==> config.mk <==
export PLATFORM = sky130hd
export DESIGN_NAME = local_bus_port
export DESIGN_NICKNAME = d
export VERILOG_FILES = /design/src/design/lbp_pkg.sv /design/src/design/local_bus_port.sv
export VERILOG_INCLUDE_DIRS = /design/src /design/src/design
export SDC_FILE = /design/constraint.sdc
export NUM_CORES = 1
export LEC_CHECK = 0
export BUFFER_PORTS_ARGS = -buffer_cell sky130_fd_sc_hd__buf_2
export CORE_MARGIN = 1
export CORE_UTILIZATION = 50
export CTS_CLUSTER_DIAMETER = 50
export CTS_CLUSTER_SIZE = 24
export DETAILED_ROUTE_END_ITERATION = 8
export GPL_ROUTABILITY_DRIVEN = 0
export PLACE_DENSITY_LB_ADDON = 0.3
export RECOVER_POWER = 100
export SLEW_MARGIN = 0
export SYNTH_ARGS = -nofsm -noshare
export SYNTH_HDL_FRONTEND = slang
export SYNTH_SLANG_ARGS = --single-unit
==> constraint.sdc <==
create_clock -name sys_clk -period 3.7 [get_ports sys_clk]
set_input_delay 0.555 -clock sys_clk [delete_from_list [all_inputs] [get_ports sys_clk]]
set_output_delay 0.555 -clock sys_clk [all_outputs]
set_load 0.005 [all_outputs]
==> src/design/lbp_params.svh <==
// Register offsets, field positions and timing counts of the local bus port
`ifndef LBP_PARAMS_SVH
`define LBP_PARAMS_SVH
`define OFS_CTRL 8'h00
`define OFS_MADDR 8'h04
`define OFS_MCMD 8'h08
`define OFS_STATUS 8'h0C
`define OFS_SADDR 8'h10
`define OFS_SINFO 8'h14
`define CTRL_SWRST 0
`define CTRL_M68K 1
`define CTRL_ASYNC 2
`define ST_MBUSY 0
`define ST_DONE 1
`define ST_ERR 2
`define ST_RETRY 3
`define ST_BADSIZE 4
`define ST_BMEN 5
`define ST_STRAP_LO 6
`define SEL_WAIT 2'h3
`define SIZE_4B 2'h0
`define SIZE_1B 2'h1
`define SIZE_2B 2'h2
`define SIZE_3B 2'h3
`define SIZE_RSVD 2'h3
`define TERM_ACK 2'h0
`define TERM_ERR 2'h1
`define TERM_RETRY 2'h2
`endif

==> src/design/lbp_pkg.sv <==
// Types shared by the local bus port and its user side
package lbp_pkg;
  typedef enum logic [2:0] {
    S_IDLE = 3'b000,
    S_SEL = 3'b001,
    S_WAIT = 3'b010,
    S_TERM = 3'b011,
    S_NEG = 3'b100
  } slv_state_t;
  typedef enum logic [2:0] {
    M_IDLE = 3'b000,
    M_REQ = 3'b001,
    M_OWN = 3'b010,
    M_START = 3'b011,
    M_DATA = 3'b100,
    M_REL = 3'b101
  } mst_state_t;
  typedef struct packed {
    logic reg_sel;
    logic image;
    logic dma;
    logic rd;
    logic [1:0] size;
    logic [3:0] lanes;
    logic [3:0] tc;
    logic [11:0] reg_offset;
    logic [31:0] addr;
  } slv_req_t;
  typedef struct packed {
    logic done;
    logic err;
    logic retry;
  } slv_resp_t;
endpackage

==> src/design/local_bus_port.sv <==
// Local processor bus port: slave decode and termination, master cycles, arbitration, straps
//
// Strobed register access and the register addresses were chosen for this implementation.
`timescale 1ns/1ps
`include "lbp_params.svh"

// Notes on behaviour
// [RL1] As slave, every normal cycle ends with transfer acknowledge asserted.
// [RL2] Start, acknowledge, retry, busy and error are driven high before release.
// [RL3] Slave retry uses exactly the acknowledge timing slot.
// [RL4] In 68k mode retry is acknowledge plus error acknowledge together.
// [RL5] Master drives start low after an edge; address group valid next edge.
// [RL6] Slave samples start on edges and captures address on that edge.
// [RL7] Window or register select may come on the start edge or three later.
// [RL8] Image choice picks the slave image while the window select is asserted.
// [RL9] Register offset uses only the lowest twelve address bits.
// [RL10] Size: 00 four, 01 one, 10 two, 11 three as slave, never driven.
// [RL11] Byte lanes come from size, two low address bits and port width.
// [RL12] In embedded mode slave captures transfer code one edge after start.
// [RL13] Master drives programmed transfer code with address timing, else released.
// [RL14] Other masters present an all-ones transfer code for DMA transfers.
// [RL15] Direction high for read; driven only as master, input as slave.
// [RL16] Request changes on edges; grant sampled on edges or synchronised async.
// [RL17] Busy asserted while owner, negated before release, sampled as input.
// [RL18] Slave drives error acknowledge; master samples target error on edges.
// [RL19] In 68k mode burst pin and upper size bit are latched at reset.
// [RL20] Master-enable strap high during PCI reset sets bus master enable.
// [RL21] Local reset output asserted on PCI reset or software reset bit.
// [RL22] Local reset input leaves PCI configuration and status bits unchanged.
// [RL23] Transfer start is asserted for exactly one clock.
module local_bus_port
  import lbp_pkg::*;
(
  input wire logic sys_clk,
  input wire logic arst_n,
  input wire logic pci_rst_n,
  input wire logic local_reset_in_n,
  output logic local_reset_out_o,
  output logic local_reset_out_oe,
  input wire logic master_en_strap,
  input wire logic burst_in_progress_n,
  input wire logic [7:0] reg_addr,
  input wire logic [31:0] reg_wdata,
  input wire logic reg_wr,
  input wire logic reg_rd,
  output logic [31:0] reg_rdata,
  input wire logic [31:0] addr_i,
  output logic [31:0] addr_o,
  input wire logic [3:0] xfer_code_i,
  output logic [3:0] xfer_code_o,
  input wire logic [1:0] size_code_i,
  output logic [1:0] size_code_o,
  input wire logic rd_wr_i,
  output logic rd_wr_o,
  output logic addr_grp_oe,
  input wire logic xfer_start_n_i,
  output logic xfer_start_n_o,
  output logic xfer_start_oe,
  input wire logic xfer_ack_n_i,
  output logic xfer_ack_n_o,
  input wire logic xfer_error_ack_n_i,
  output logic xfer_error_ack_n_o,
  output logic xfer_retry_n_o,
  input wire logic xfer_retry_n_i,
  output logic term_oe,
  output logic arb_request_n,
  input wire logic arb_grant_n,
  input wire logic arb_owner_busy_n_i,
  output logic arb_owner_busy_n_o,
  output logic arb_owner_busy_oe,
  input wire logic pci_window_select_n,
  input wire logic regs_select_n,
  input wire logic image_choice,
  input wire logic dma_ack_in_n,
  output slv_req_t slv_req,
  output logic slv_req_valid,
  input wire slv_resp_t slv_resp
);

  // Active byte lanes on a 32-bit port
  function automatic logic [3:0] lanes_of(input logic [1:0] sz, input logic [1:0] a);
    logic [3:0] base;
    base = 4'hF;
    if (sz == `SIZE_1B) begin
      base = 4'h1;
    end else if (sz == `SIZE_2B) begin
      base = 4'h3;
    end else if (sz == `SIZE_3B) begin
      base = 4'h7;
    end
    return (sz == `SIZE_4B) ? 4'hF : 4'((base << a) & 4'hF);
  endfunction

  logic sw_reset_reg;
  logic m68k_reg;
  logic async_arb_reg;
  logic [31:0] maddr_reg;
  logic [3:0] mtc_reg;
  logic [1:0] msize_reg;
  logic mrd_reg;
  logic done_reg;
  logic err_reg;
  logic retry_reg;
  logic badsize_reg;
  logic master_en_strap_reg;
  logic [1:0] strap_reg;
  logic [31:0] reg_rdata_reg;
  slv_state_t slv_state_reg;
  slv_state_t slv_state_next;
  mst_state_t mst_state_reg;
  mst_state_t mst_state_next;
  logic [1:0] wcnt_reg;
  logic hit_pci_reg;
  logic hit_reg_reg;
  logic [1:0] term_reg;
  slv_req_t cap_reg;
  slv_req_t slv_req_reg;
  logic slv_req_valid_reg;
  logic grant_s1_reg;
  logic grant_s2_reg;

  // Port-side reset: local reset input only; power reset comes from arst_n
  wire port_rst = !local_reset_in_n;
  wire wr_ctrl = reg_wr && (reg_addr == `OFS_CTRL);
  wire wr_maddr = reg_wr && (reg_addr == `OFS_MADDR);
  wire wr_mcmd = reg_wr && (reg_addr == `OFS_MCMD);
  wire wr_status = reg_wr && (reg_addr == `OFS_STATUS);
  wire go = wr_mcmd && reg_wdata[7];
  wire go_ok = go && (reg_wdata[5:4] != `SIZE_RSVD); // RL10
  wire go_bad = go && (reg_wdata[5:4] == `SIZE_RSVD); // RL10
  wire ts_seen = !xfer_start_n_i; // RL6
  wire pci_any = hit_pci_reg || !pci_window_select_n; // RL7
  wire reg_any = hit_reg_reg || !regs_select_n; // RL7
  wire tc_now = (m68k_reg || wcnt_reg != 2'h0); // RL12
  wire grant = async_arb_reg ? grant_s2_reg : !arb_grant_n; // RL16
  wire bus_free = arb_owner_busy_n_i; // RL17
  wire t_ack = !xfer_ack_n_i;
  wire t_err = !xfer_error_ack_n_i;
  wire t_retry = m68k_reg ? (t_ack && t_err) : !xfer_retry_n_i; // RL4
  wire t_any = t_ack || t_err || t_retry;
  wire set_done = (mst_state_reg == M_DATA) && t_ack && !t_retry;
  wire set_err = (mst_state_reg == M_DATA) && t_err && !t_retry; // RL18
  wire set_retry = (mst_state_reg == M_DATA) && t_retry; // RL4
  wire mst_own = (mst_state_reg != M_IDLE) && (mst_state_reg != M_REQ);

  // Reset output: PCI reset or software reset, open drain
  assign local_reset_out_o = 1'b0;
  assign local_reset_out_oe = !pci_rst_n || sw_reset_reg; // RL21

  // Control registers written by software
  always_ff @(posedge sys_clk or negedge arst_n) begin
    if (!arst_n) begin
      sw_reset_reg <= 1'b0;
      m68k_reg <= 1'b0;
      async_arb_reg <= 1'b0;
      maddr_reg <= 32'h0000_0000;
      mtc_reg <= 4'h0;
      msize_reg <= 2'h0;
      mrd_reg <= 1'b0;
    end else if (port_rst) begin
      sw_reset_reg <= 1'b0;
      m68k_reg <= 1'b0;
      async_arb_reg <= 1'b0;
    end else begin
      if (wr_ctrl) begin
        sw_reset_reg <= reg_wdata[`CTRL_SWRST];
        m68k_reg <= reg_wdata[`CTRL_M68K];
        async_arb_reg <= reg_wdata[`CTRL_ASYNC];
      end
      if (wr_maddr) begin
        maddr_reg <= reg_wdata;
      end
      if (go_ok && mst_state_reg == M_IDLE) begin
        mtc_reg <= reg_wdata[3:0]; // RL13
        msize_reg <= reg_wdata[5:4];
        mrd_reg <= reg_wdata[6];
      end
    end
  end

  // Sticky master results, write one to clear; a new event wins
  always_ff @(posedge sys_clk or negedge arst_n) begin
    if (!arst_n) begin
      done_reg <= 1'b0;
      err_reg <= 1'b0;
      retry_reg <= 1'b0;
      badsize_reg <= 1'b0;
    end else if (port_rst) begin
      done_reg <= 1'b0;
      err_reg <= 1'b0;
      retry_reg <= 1'b0;
      badsize_reg <= 1'b0;
    end else begin
      done_reg <= set_done || (done_reg && !(wr_status && reg_wdata[`ST_DONE]));
      err_reg <= set_err || (err_reg && !(wr_status && reg_wdata[`ST_ERR]));
      retry_reg <= set_retry || (retry_reg && !(wr_status && reg_wdata[`ST_RETRY]));
      badsize_reg <= go_bad || (badsize_reg && !(wr_status && reg_wdata[`ST_BADSIZE]));
    end
  end

  // Straps: master enable under PCI reset only, mode pins under local reset in 68k mode
  always_ff @(posedge sys_clk or negedge arst_n) begin
    if (!arst_n) begin
      master_en_strap_reg <= 1'b0;
      strap_reg <= 2'h0;
    end else begin
      if (!pci_rst_n && master_en_strap) begin
        master_en_strap_reg <= 1'b1; // RL20 RL22
      end
      if (port_rst && m68k_reg) begin
        strap_reg <= {burst_in_progress_n, size_code_i[1]}; // RL19
      end
    end
  end

  // Register read data, one cycle after the strobe; unmapped reads zero
  wire [31:0] rd_mux =
    (reg_addr == `OFS_CTRL) ? {29'h0, async_arb_reg, m68k_reg, sw_reset_reg} :
    (reg_addr == `OFS_MADDR) ? maddr_reg :
    (reg_addr == `OFS_MCMD) ? {25'h0, mrd_reg, msize_reg, mtc_reg} :
    (reg_addr == `OFS_STATUS) ? {24'h0, strap_reg, master_en_strap_reg, badsize_reg,
                                 retry_reg, err_reg, done_reg, mst_own} :
    (reg_addr == `OFS_SADDR) ? cap_reg.addr :
    (reg_addr == `OFS_SINFO) ? {16'h0, cap_reg.tc, cap_reg.lanes, cap_reg.size,
                                cap_reg.rd, cap_reg.dma, cap_reg.image, cap_reg.reg_sel,
                                2'h0} :
    32'h0000_0000;

  always_ff @(posedge sys_clk or negedge arst_n) begin
    if (!arst_n) begin
      reg_rdata_reg <= 32'h0000_0000;
    end else begin
      reg_rdata_reg <= reg_rd ? rd_mux : 32'h0000_0000;
    end
  end
  assign reg_rdata = reg_rdata_reg;

  // Slave sequencer
  always_comb begin
    slv_state_next = slv_state_reg;
    case (slv_state_reg)
      S_IDLE: begin
        if (ts_seen && !mst_own) begin
          slv_state_next = S_SEL;
        end
      end
      S_SEL: begin
        if (reg_any) begin
          slv_state_next = S_TERM;
        end else if (pci_any) begin
          slv_state_next = S_WAIT;
        end else if (wcnt_reg == (`SEL_WAIT - 2'h1)) begin
          slv_state_next = S_IDLE; // RL7
        end
      end
      S_WAIT: begin
        if (slv_resp.done || slv_resp.err || slv_resp.retry) begin
          slv_state_next = S_TERM;
        end
      end
      S_TERM: begin
        slv_state_next = S_NEG;
      end
      default: begin
        slv_state_next = S_IDLE;
      end
    endcase
  end

  always_ff @(posedge sys_clk or negedge arst_n) begin
    if (!arst_n) begin
      slv_state_reg <= S_IDLE;
      wcnt_reg <= 2'h0;
      hit_pci_reg <= 1'b0;
      hit_reg_reg <= 1'b0;
      term_reg <= `TERM_ACK;
      cap_reg <= '0;
      slv_req_reg <= '0;
      slv_req_valid_reg <= 1'b0;
    end else if (port_rst) begin
      slv_state_reg <= S_IDLE;
      slv_req_valid_reg <= 1'b0;
    end else begin
      slv_state_reg <= slv_state_next;
      slv_req_valid_reg <= 1'b0;
      if (slv_state_reg == S_IDLE && ts_seen && !mst_own) begin
        cap_reg.addr <= addr_i; // RL6
        cap_reg.reg_offset <= addr_i[11:0]; // RL9
        cap_reg.size <= size_code_i; // RL10
        cap_reg.lanes <= lanes_of(size_code_i, addr_i[1:0]); // RL11
        cap_reg.rd <= rd_wr_i; // RL15
        cap_reg.image <= image_choice; // RL8
        cap_reg.dma <= !dma_ack_in_n;
        cap_reg.tc <= xfer_code_i;
        wcnt_reg <= 2'h0;
        hit_pci_reg <= !pci_window_select_n;
        hit_reg_reg <= !regs_select_n;
      end
      if (slv_state_reg == S_SEL) begin
        wcnt_reg <= wcnt_reg + 2'h1;
        if (!m68k_reg && wcnt_reg == 2'h0) begin
          cap_reg.tc <= xfer_code_i; // RL12
        end
        if (reg_any || pci_any) begin
          slv_req_reg <= cap_reg;
          slv_req_reg.reg_sel <= reg_any;
          slv_req_reg.tc <= tc_now ? cap_reg.tc : xfer_code_i;
          cap_reg.reg_sel <= reg_any;
          slv_req_valid_reg <= 1'b1;
          term_reg <= `TERM_ACK; // RL1
        end
      end
      if (slv_state_reg == S_WAIT) begin
        if (slv_resp.retry) begin
          term_reg <= `TERM_RETRY;
        end else if (slv_resp.err) begin
          term_reg <= `TERM_ERR;
        end else begin
          term_reg <= `TERM_ACK;
        end
      end
    end
  end
  assign slv_req = slv_req_reg;
  assign slv_req_valid = slv_req_valid_reg;

  // Slave termination pins: one asserted cycle, one negated cycle, release
  wire in_term = (slv_state_reg == S_TERM);
  assign term_oe = in_term || (slv_state_reg == S_NEG); // RL2
  assign xfer_ack_n_o = !(in_term && (term_reg == `TERM_ACK ||
                          (m68k_reg && term_reg == `TERM_RETRY))); // RL1 RL4
  assign xfer_retry_n_o = !(in_term && !m68k_reg && term_reg == `TERM_RETRY); // RL3
  assign xfer_error_ack_n_o = !(in_term && (term_reg == `TERM_ERR ||
                                (m68k_reg && term_reg == `TERM_RETRY))); // RL18 RL4

  // Grant synchroniser for the asynchronous arbitration mode
  always_ff @(posedge sys_clk or negedge arst_n) begin
    if (!arst_n) begin
      grant_s1_reg <= 1'b0;
      grant_s2_reg <= 1'b0;
    end else begin
      grant_s1_reg <= !arb_grant_n;
      grant_s2_reg <= grant_s1_reg; // RL16
    end
  end

  // Master sequencer
  always_comb begin
    mst_state_next = mst_state_reg;
    case (mst_state_reg)
      M_IDLE: begin
        if (go_ok && master_en_strap_reg) begin
          mst_state_next = M_REQ;
        end
      end
      M_REQ: begin
        if (grant && bus_free && slv_state_reg == S_IDLE) begin
          mst_state_next = m68k_reg ? M_START : M_OWN; // RL17
        end
      end
      M_OWN: begin
        mst_state_next = M_START;
      end
      M_START: begin
        mst_state_next = M_DATA; // RL23
      end
      M_DATA: begin
        if (t_any) begin
          mst_state_next = M_REL;
        end
      end
      default: begin
        mst_state_next = M_IDLE;
      end
    endcase
  end

  always_ff @(posedge sys_clk or negedge arst_n) begin
    if (!arst_n) begin
      mst_state_reg <= M_IDLE;
    end else if (port_rst) begin
      mst_state_reg <= M_IDLE;
    end else begin
      mst_state_reg <= mst_state_next;
    end
  end

  // Master pins, all changing from the state and command flops after a rising edge
  assign arb_request_n = !(mst_state_reg == M_REQ); // RL16
  assign arb_owner_busy_oe = mst_own; // RL2
  assign arb_owner_busy_n_o = (mst_state_reg == M_REL); // RL17
  assign xfer_start_oe = (mst_state_reg == M_START) || (mst_state_reg == M_DATA); // RL2
  assign xfer_start_n_o = !(mst_state_reg == M_START); // RL5 RL23
  assign addr_grp_oe = (mst_state_reg == M_START) || (mst_state_reg == M_DATA); // RL13 RL15
  assign addr_o = maddr_reg; // RL5
  assign xfer_code_o = mtc_reg; // RL13
  assign size_code_o = msize_reg; // RL10
  assign rd_wr_o = mrd_reg; // RL15

endmodule

==> results.ini, run 1 <==
[clocking]
numCtsBuffers=17
path_clk_slew_ns=0.07
cts_resized=0
cts_setup_buffers=0
clk_latency_ns=0.43
cts_tree=yes
htree_levels=4
max-clock-path-buffers=2
cts-root-buf=clkbuf_16
postCtsHoldBufs=0
cts_sinks=187

[global_routing]
grt_usage_pct=25.3
grt_pass1_wl_mm=31.6
grt-ovfl-total=0
grt_pass1_vias=6062
grt_start_max_net_pins=114
antenna_found_initial=1

[timing]
max_slew_margin_pct=-13.0
finClkSkew_ns=0.00824
rsz0062_at_grt=false
setup_viol=0
tns_ns=0
hold_slack_ns=0.261
worstMarginPinSlew_ns=1.69
min_period_ns=2.98
hold_violations=0
final_max_slew_viol_count=73
fin_crit_sh_pct=80.5
max_clock_freq_mhz=336

[pwr]
ir_drop_mv=0.404
p_per_area_nw_per_um2=641
cellLeakagePower_nw=4.78

[run_status]
status=finished with violations
violations=capacitance limit, slew limit

[layout]
post_route_cells_drive_above_1_share_pct=36.2
largest_reg_flops=46
regArea_sq_um=4680
stdcell_count=1076
most-common-layout-cells=dfrtp_1, buf_2, mux2_2
fillerInstances=1311
area_growth_pct=21.4
layout_commonest_cell=dfrtp_1
multi_input_area_sq_um=3000
final_nets=955

[synthesis]
synth_edf_count=0
synth_ff_type=dfrtp_1
ys_types=57
synth_seq_cells=187
synthesis.instances=630
seq_area_frac_synth_pct=58.2
yosysWarningCount=0
netlist_area_sq_um=8040
synth_nets=734
synth-async-reset-ratio_pct=100
syn_avg_cell_area_sq_um=12.8

[die]
core_area_sq_um=15400
die_area_sq_um=16600
fp.dieH_um=129
row_count=45
start_util_pct=52.1
io_pins=242
dieWidth_um=129

[setup_path]
cp.arrival_ns=3.28
endpoint_kind=register
critPathKind=primary input to register
critPathRequiredTime_ns=4.00
startpoint_type=primary input
worstPathMaxFanout=24

[route]
dr.pass1.iters=4
routed_wl_mm=20.1
dr_total_vias=5879
wl_per_cell_um=18.7
via_per_inst=5.46
drc_errors=0
first_iter_violations=311
ant_nets=0

[place]
placedCellCount=1043
port_buffers=240
hpwl_mm=14.4

[min_path]
hp-class=primary input to asynchronous set/reset pin

[job]
maxCapViolCount=3

==> final timing paths <==
check	slack, ns	cells past startpoint	startpoint	endpoint
worst max-delay path	0.72	6	reg_addr[1]	addr_o[17]
worst min-delay path	0.26	1	arst_n	rd_wr_o
worst max register to register	0.82	4	slv_state_reg[1]	slv_req[50]
worst min register to register	0.36	0	grant_s1_reg	grant_s2_reg
max in group asynchronous	1.33	2	arst_n	slv_req[31]
min in group sys_clk	0.31	2	arb_grant_n	grant_s1_reg
==> power breakdown <==
| part | switching (mW) | total [mW] | internal (mW) |
|---|---|---|---|
| Clock | 0.808 | 1.75 | 0.943 |
| Combinational | 0.661 | 1.49 | 0.825 |
| Sequential | 0.413 | 3.02 | 2.60 |
==> cell usage after synthesis, types with 3 or more instances <==
library cell / count / area share [%]
a21boi_0: 5 / 0.47
a21o_1: 3 / 0.28
a21oi_1: 13 / 0.81
a22oi_1: 26 / 2.4
a31oi_1: 6 / 0.47
and3_1: 5 / 0.39
buf_2: 7 / 0.44
buf_4: 16 / 1.5
buf_6: 3 / 0.42
clkbuf_1: 20 / 0.93
dfrtp_1: 187 / 58
ha_1: 4 / 0.62
inv_1: 14 / 0.65
mux2_1: 30 / 4.2
mux2_2: 100 / 14
mux2i_1: 12 / 1.5
nand2_1: 26 / 1.2
nand2b_1: 6 / 0.47
nand3_1: 5 / 0.31
nand3b_1: 3 / 0.28
nor2_1: 49 / 2.3
nor2b_1: 11 / 0.86
nor3_1: 4 / 0.25
nor4_1: 4 / 0.31
o21a_1: 5 / 0.47
o21ai_0: 20 / 1.2
o22ai_1: 5 / 0.39
or2_2: 4 / 0.31
==> kinds of logic after synthesis <==
group | Yosys count | share of synthesized area (%)
buffers and inverters | 62 | 4.03
muxes | 144 | 20.3
DFF | 187 | 58.2
other | 1 | 0.0467
xor gates and xnor gates | 1 | 0.109
adders and majority gates | 4 | 0.623
AOI/OAI and AO/OA | 93 | 7.65
and+or+nand+nor | 138 | 9.03
==> worst max-delay path, stage by stage <==
cell	delay, ns
buf_2	0.10
or4_1	0.66
nor4_1	0.34
and3_1	0.51
clkbuf_2	0.68
mux2_1	0.41
==> area by class of cell <==
| type | instances | share of cell area (%) |
|---|---|---|
| sequential | 187 | 48.0 |
| multi-input combinational | 381 | 30.8 |
| timing repair buffer | 250 | 12.2 |
| clock buffer | 18 | 4.40 |
| tap | 211 | 2.71 |
| clock inverter | 14 | 1.37 |
| inverter | 14 | 0.539 |
| antenna | 1 | 0.0257 |
==> per-stage QoR <==
| stage | cell area (sq um) | utilization, % | setup slack (ns) | total power, mW |
|---|---|---|---|---|
| 6_report | 9750 | 63.2 | 0.720 | 6.25 |
| 5_1_grt | 9750 | 63.2 | 0.608 | 6.59 |
| 4_1_cts | 9930 | 64.4 | 1.29 | 6.35 |
| 3_5_place_dp | 9370 | 60.7 | 0.840 | 4.59 |
| 3_3_place_gp | 9370 | 60.7 | 0.944 | 4.50 |
| 2_1_floorplan | 8040 | - | 1.25 | 3.94 |
==> metal layers <==
layer | routed length, um | track usage (%) | share of wire [%] | up-vias
met3 | 1130 | 5.65 | 5.6 | 45
met2 | 10100 | 42.3 | 50 | 237
li1 | - | - | - | 2667
met4 | 629 | 12.2 | 3.1 | 0
met1 | 8290 | 31.2 | 41 | 2930
met5 | 0 | 0 | 0 | -
Power figures use the tool's default switching activity.
==> run 2, diff against run 1 <==
==> constraint.sdc (replaced) <==
create_clock -name sys_clk -period 3 [get_ports sys_clk]
set_input_delay 0.45 -clock sys_clk [delete_from_list [all_inputs] [get_ports sys_clk]]
set_output_delay 0.45 -clock sys_clk [all_outputs]
set_load 0.005 [all_outputs]
==> results.ini, run 2 (synthesis gave the netlist of run 1 again) <==
[clocking]
clk_latency_ns=0.43
cts_sinks=187
cts_setup_buffers=0
numCtsBuffers=17
postCtsHoldBufs=0
max-clock-path-buffers=2
cts_tree=yes
htree_levels=4
cts-root-buf=clkbuf_16
cts_resized=0
path_clk_slew_ns=0.07

[timing]
hold_violations=0
setup_viol=0
worstMarginPinSlew_ns=1.77
final_max_slew_viol_count=71
min_period_ns=2.51
fin_ws_ns=0.493
rsz0062_at_grt=false
max_slew_margin_pct=-18.1
fin_crit_sh_pct=83.6
finClkSkew_ns=0.00923
tns_ns=0
max_clock_freq_mhz=399

[pwr]
switchingPower_mw=2.28
cellLeakagePower_nw=4.81
internal-power_mw=5.38
comb_power_share_pct=24.1
p_clk_share_pct=27.4
switching_share_pct=29.8
p_per_area_nw_per_um2=780
ir_drop_mv=0.494
pwr-share-seq_pct=48.4

[job]
maxCapViolCount=1

[run_status]
violations=capacitance limit, slew limit
status=finished with violations

[die]
fp.dieH_um=129
die_area_sq_um=16600
row_count=45
core_area_sq_um=15400
dieWidth_um=129
start_util_pct=52.1
io_pins=242

[route]
ant_nets=0
dr.pass1.iters=4
routed_wl_mm=20.2
dr_total_vias=5896
drc_errors=0
wl_per_cell_um=18.7
first_iter_violations=267
via_per_inst=5.44

[global_routing]
grt_usage_pct=25.6
grt_pass1_wl_mm=31.7
grt_pass1_vias=6158
grt_start_max_net_pins=72
grt-ovfl-total=0
antenna_found_initial=1

[setup_path]
cp_slowest_cell=clkbuf_2
path_cells=nor4bb_1 -> and2_2 -> clkbuf_2 -> mux2_2
cp.arrival_ns=2.82
endpoint_kind=register
worstPathMaxFanout=32
worst-r2r-cell-count=4
critPathMaxStageDelay_ns=0.69
critPathRequiredTime_ns=3.31
startpoint_type=register
critPathKind=register to register

[layout]
final_nets=962
multi_input_area_sq_um=3030
post_route_cells_drive_above_1_share_pct=37.2
largest_reg_flops=46
most-common-layout-cells=dfrtp_1, buf_2, mux2_2
regArea_sq_um=4680
area_growth_pct=22.3
fillerInstances=1272
utilization_pct=63.7
layout_commonest_cell=dfrtp_1

[min_path]
hp-class=primary input to register
whs_path_depth=2

[place]
dp_slack_ns=0.469
port_buffers=240
hpwl_mm=14.5

[run 2: cell count changes in the layout (fill, tap and decap cells not counted), moves of 2 or more]
cell,change
clkinvlp_4,+3
clkbuf_2,+7
clkbuf_8,+3
inv_6,-4
buf_4,+5
clkinv_2,-2
buf_2,-4
[run 2: metal layers]
layer	vias up	wire length, um	track usage (%)
met2	212	10800	44.5
li1	2683	-	-
met5	-	0	0
met4	0	543	12.4
met3	44	977	5.95
met1	2957	7920	29.8
[run 2: worst paths after layout]
kind / startpoint / slack [ns] / end
min: arb_grant_n / 0.20 / grant_s1_reg
max in group asynchronous: arst_n / 1.00 / slv_req[21]
min in group asynchronous: arst_n / 0.48 / cap_reg[38]
max reg2reg: slv_state_reg[1] / 0.49 / slv_req[35]
max: slv_state_reg[1] / 0.49 / slv_req[35]
min reg2reg: grant_s1_reg / 0.36 / grant_s2_reg
[run 2: worst max-delay path: cells and delay by family (launching register included)]
kind / cells / cell delay, ns
multiplexers: 1 / 0.42
AND/OR/NAND/NOR: 2 / 0.80
buffers and inverters: 1 / 0.69
flip-flops: 1 / 0.46
[run 2: cell type report]
type / count / area share, %
Sequential cell: 187 / 47.6
Multi-Input combinational cell: 381 / 30.9
Timing Repair Buffer: 257 / 12.6
Clock buffer: 24 / 5.01
Tap cell: 211 / 2.69
Clock inverter: 8 / 0.624
Inverter: 14 / 0.535
Antenna cell: 1 / 0.0255
[run 2: metrics by stage]
step	hold slack (ns)	power, mW	instance area, sq um	instances
floorplan	0.154	4.86	8040	630
global placement	0.337	5.54	9410	1050
detailed placement	0.346	5.67	9410	1050
CTS	0.0298	7.79	9960	1082
global route	0.194	8.10	9820	1083
finish	0.203	7.66	9820	1083
[run 2: power groups by stage]
stage / Combinational (mW) / Sequential [mW] / Clock (mW)
finish: 1.85 / 3.71 / 2.10
global route: 2.04 / 3.81 / 2.25
CTS: 1.94 / 3.71 / 2.15
detailed placement: 1.92 / 3.75 / 0
global placement: 1.85 / 3.69 / 0
floorplan: 1.23 / 3.63 / 0
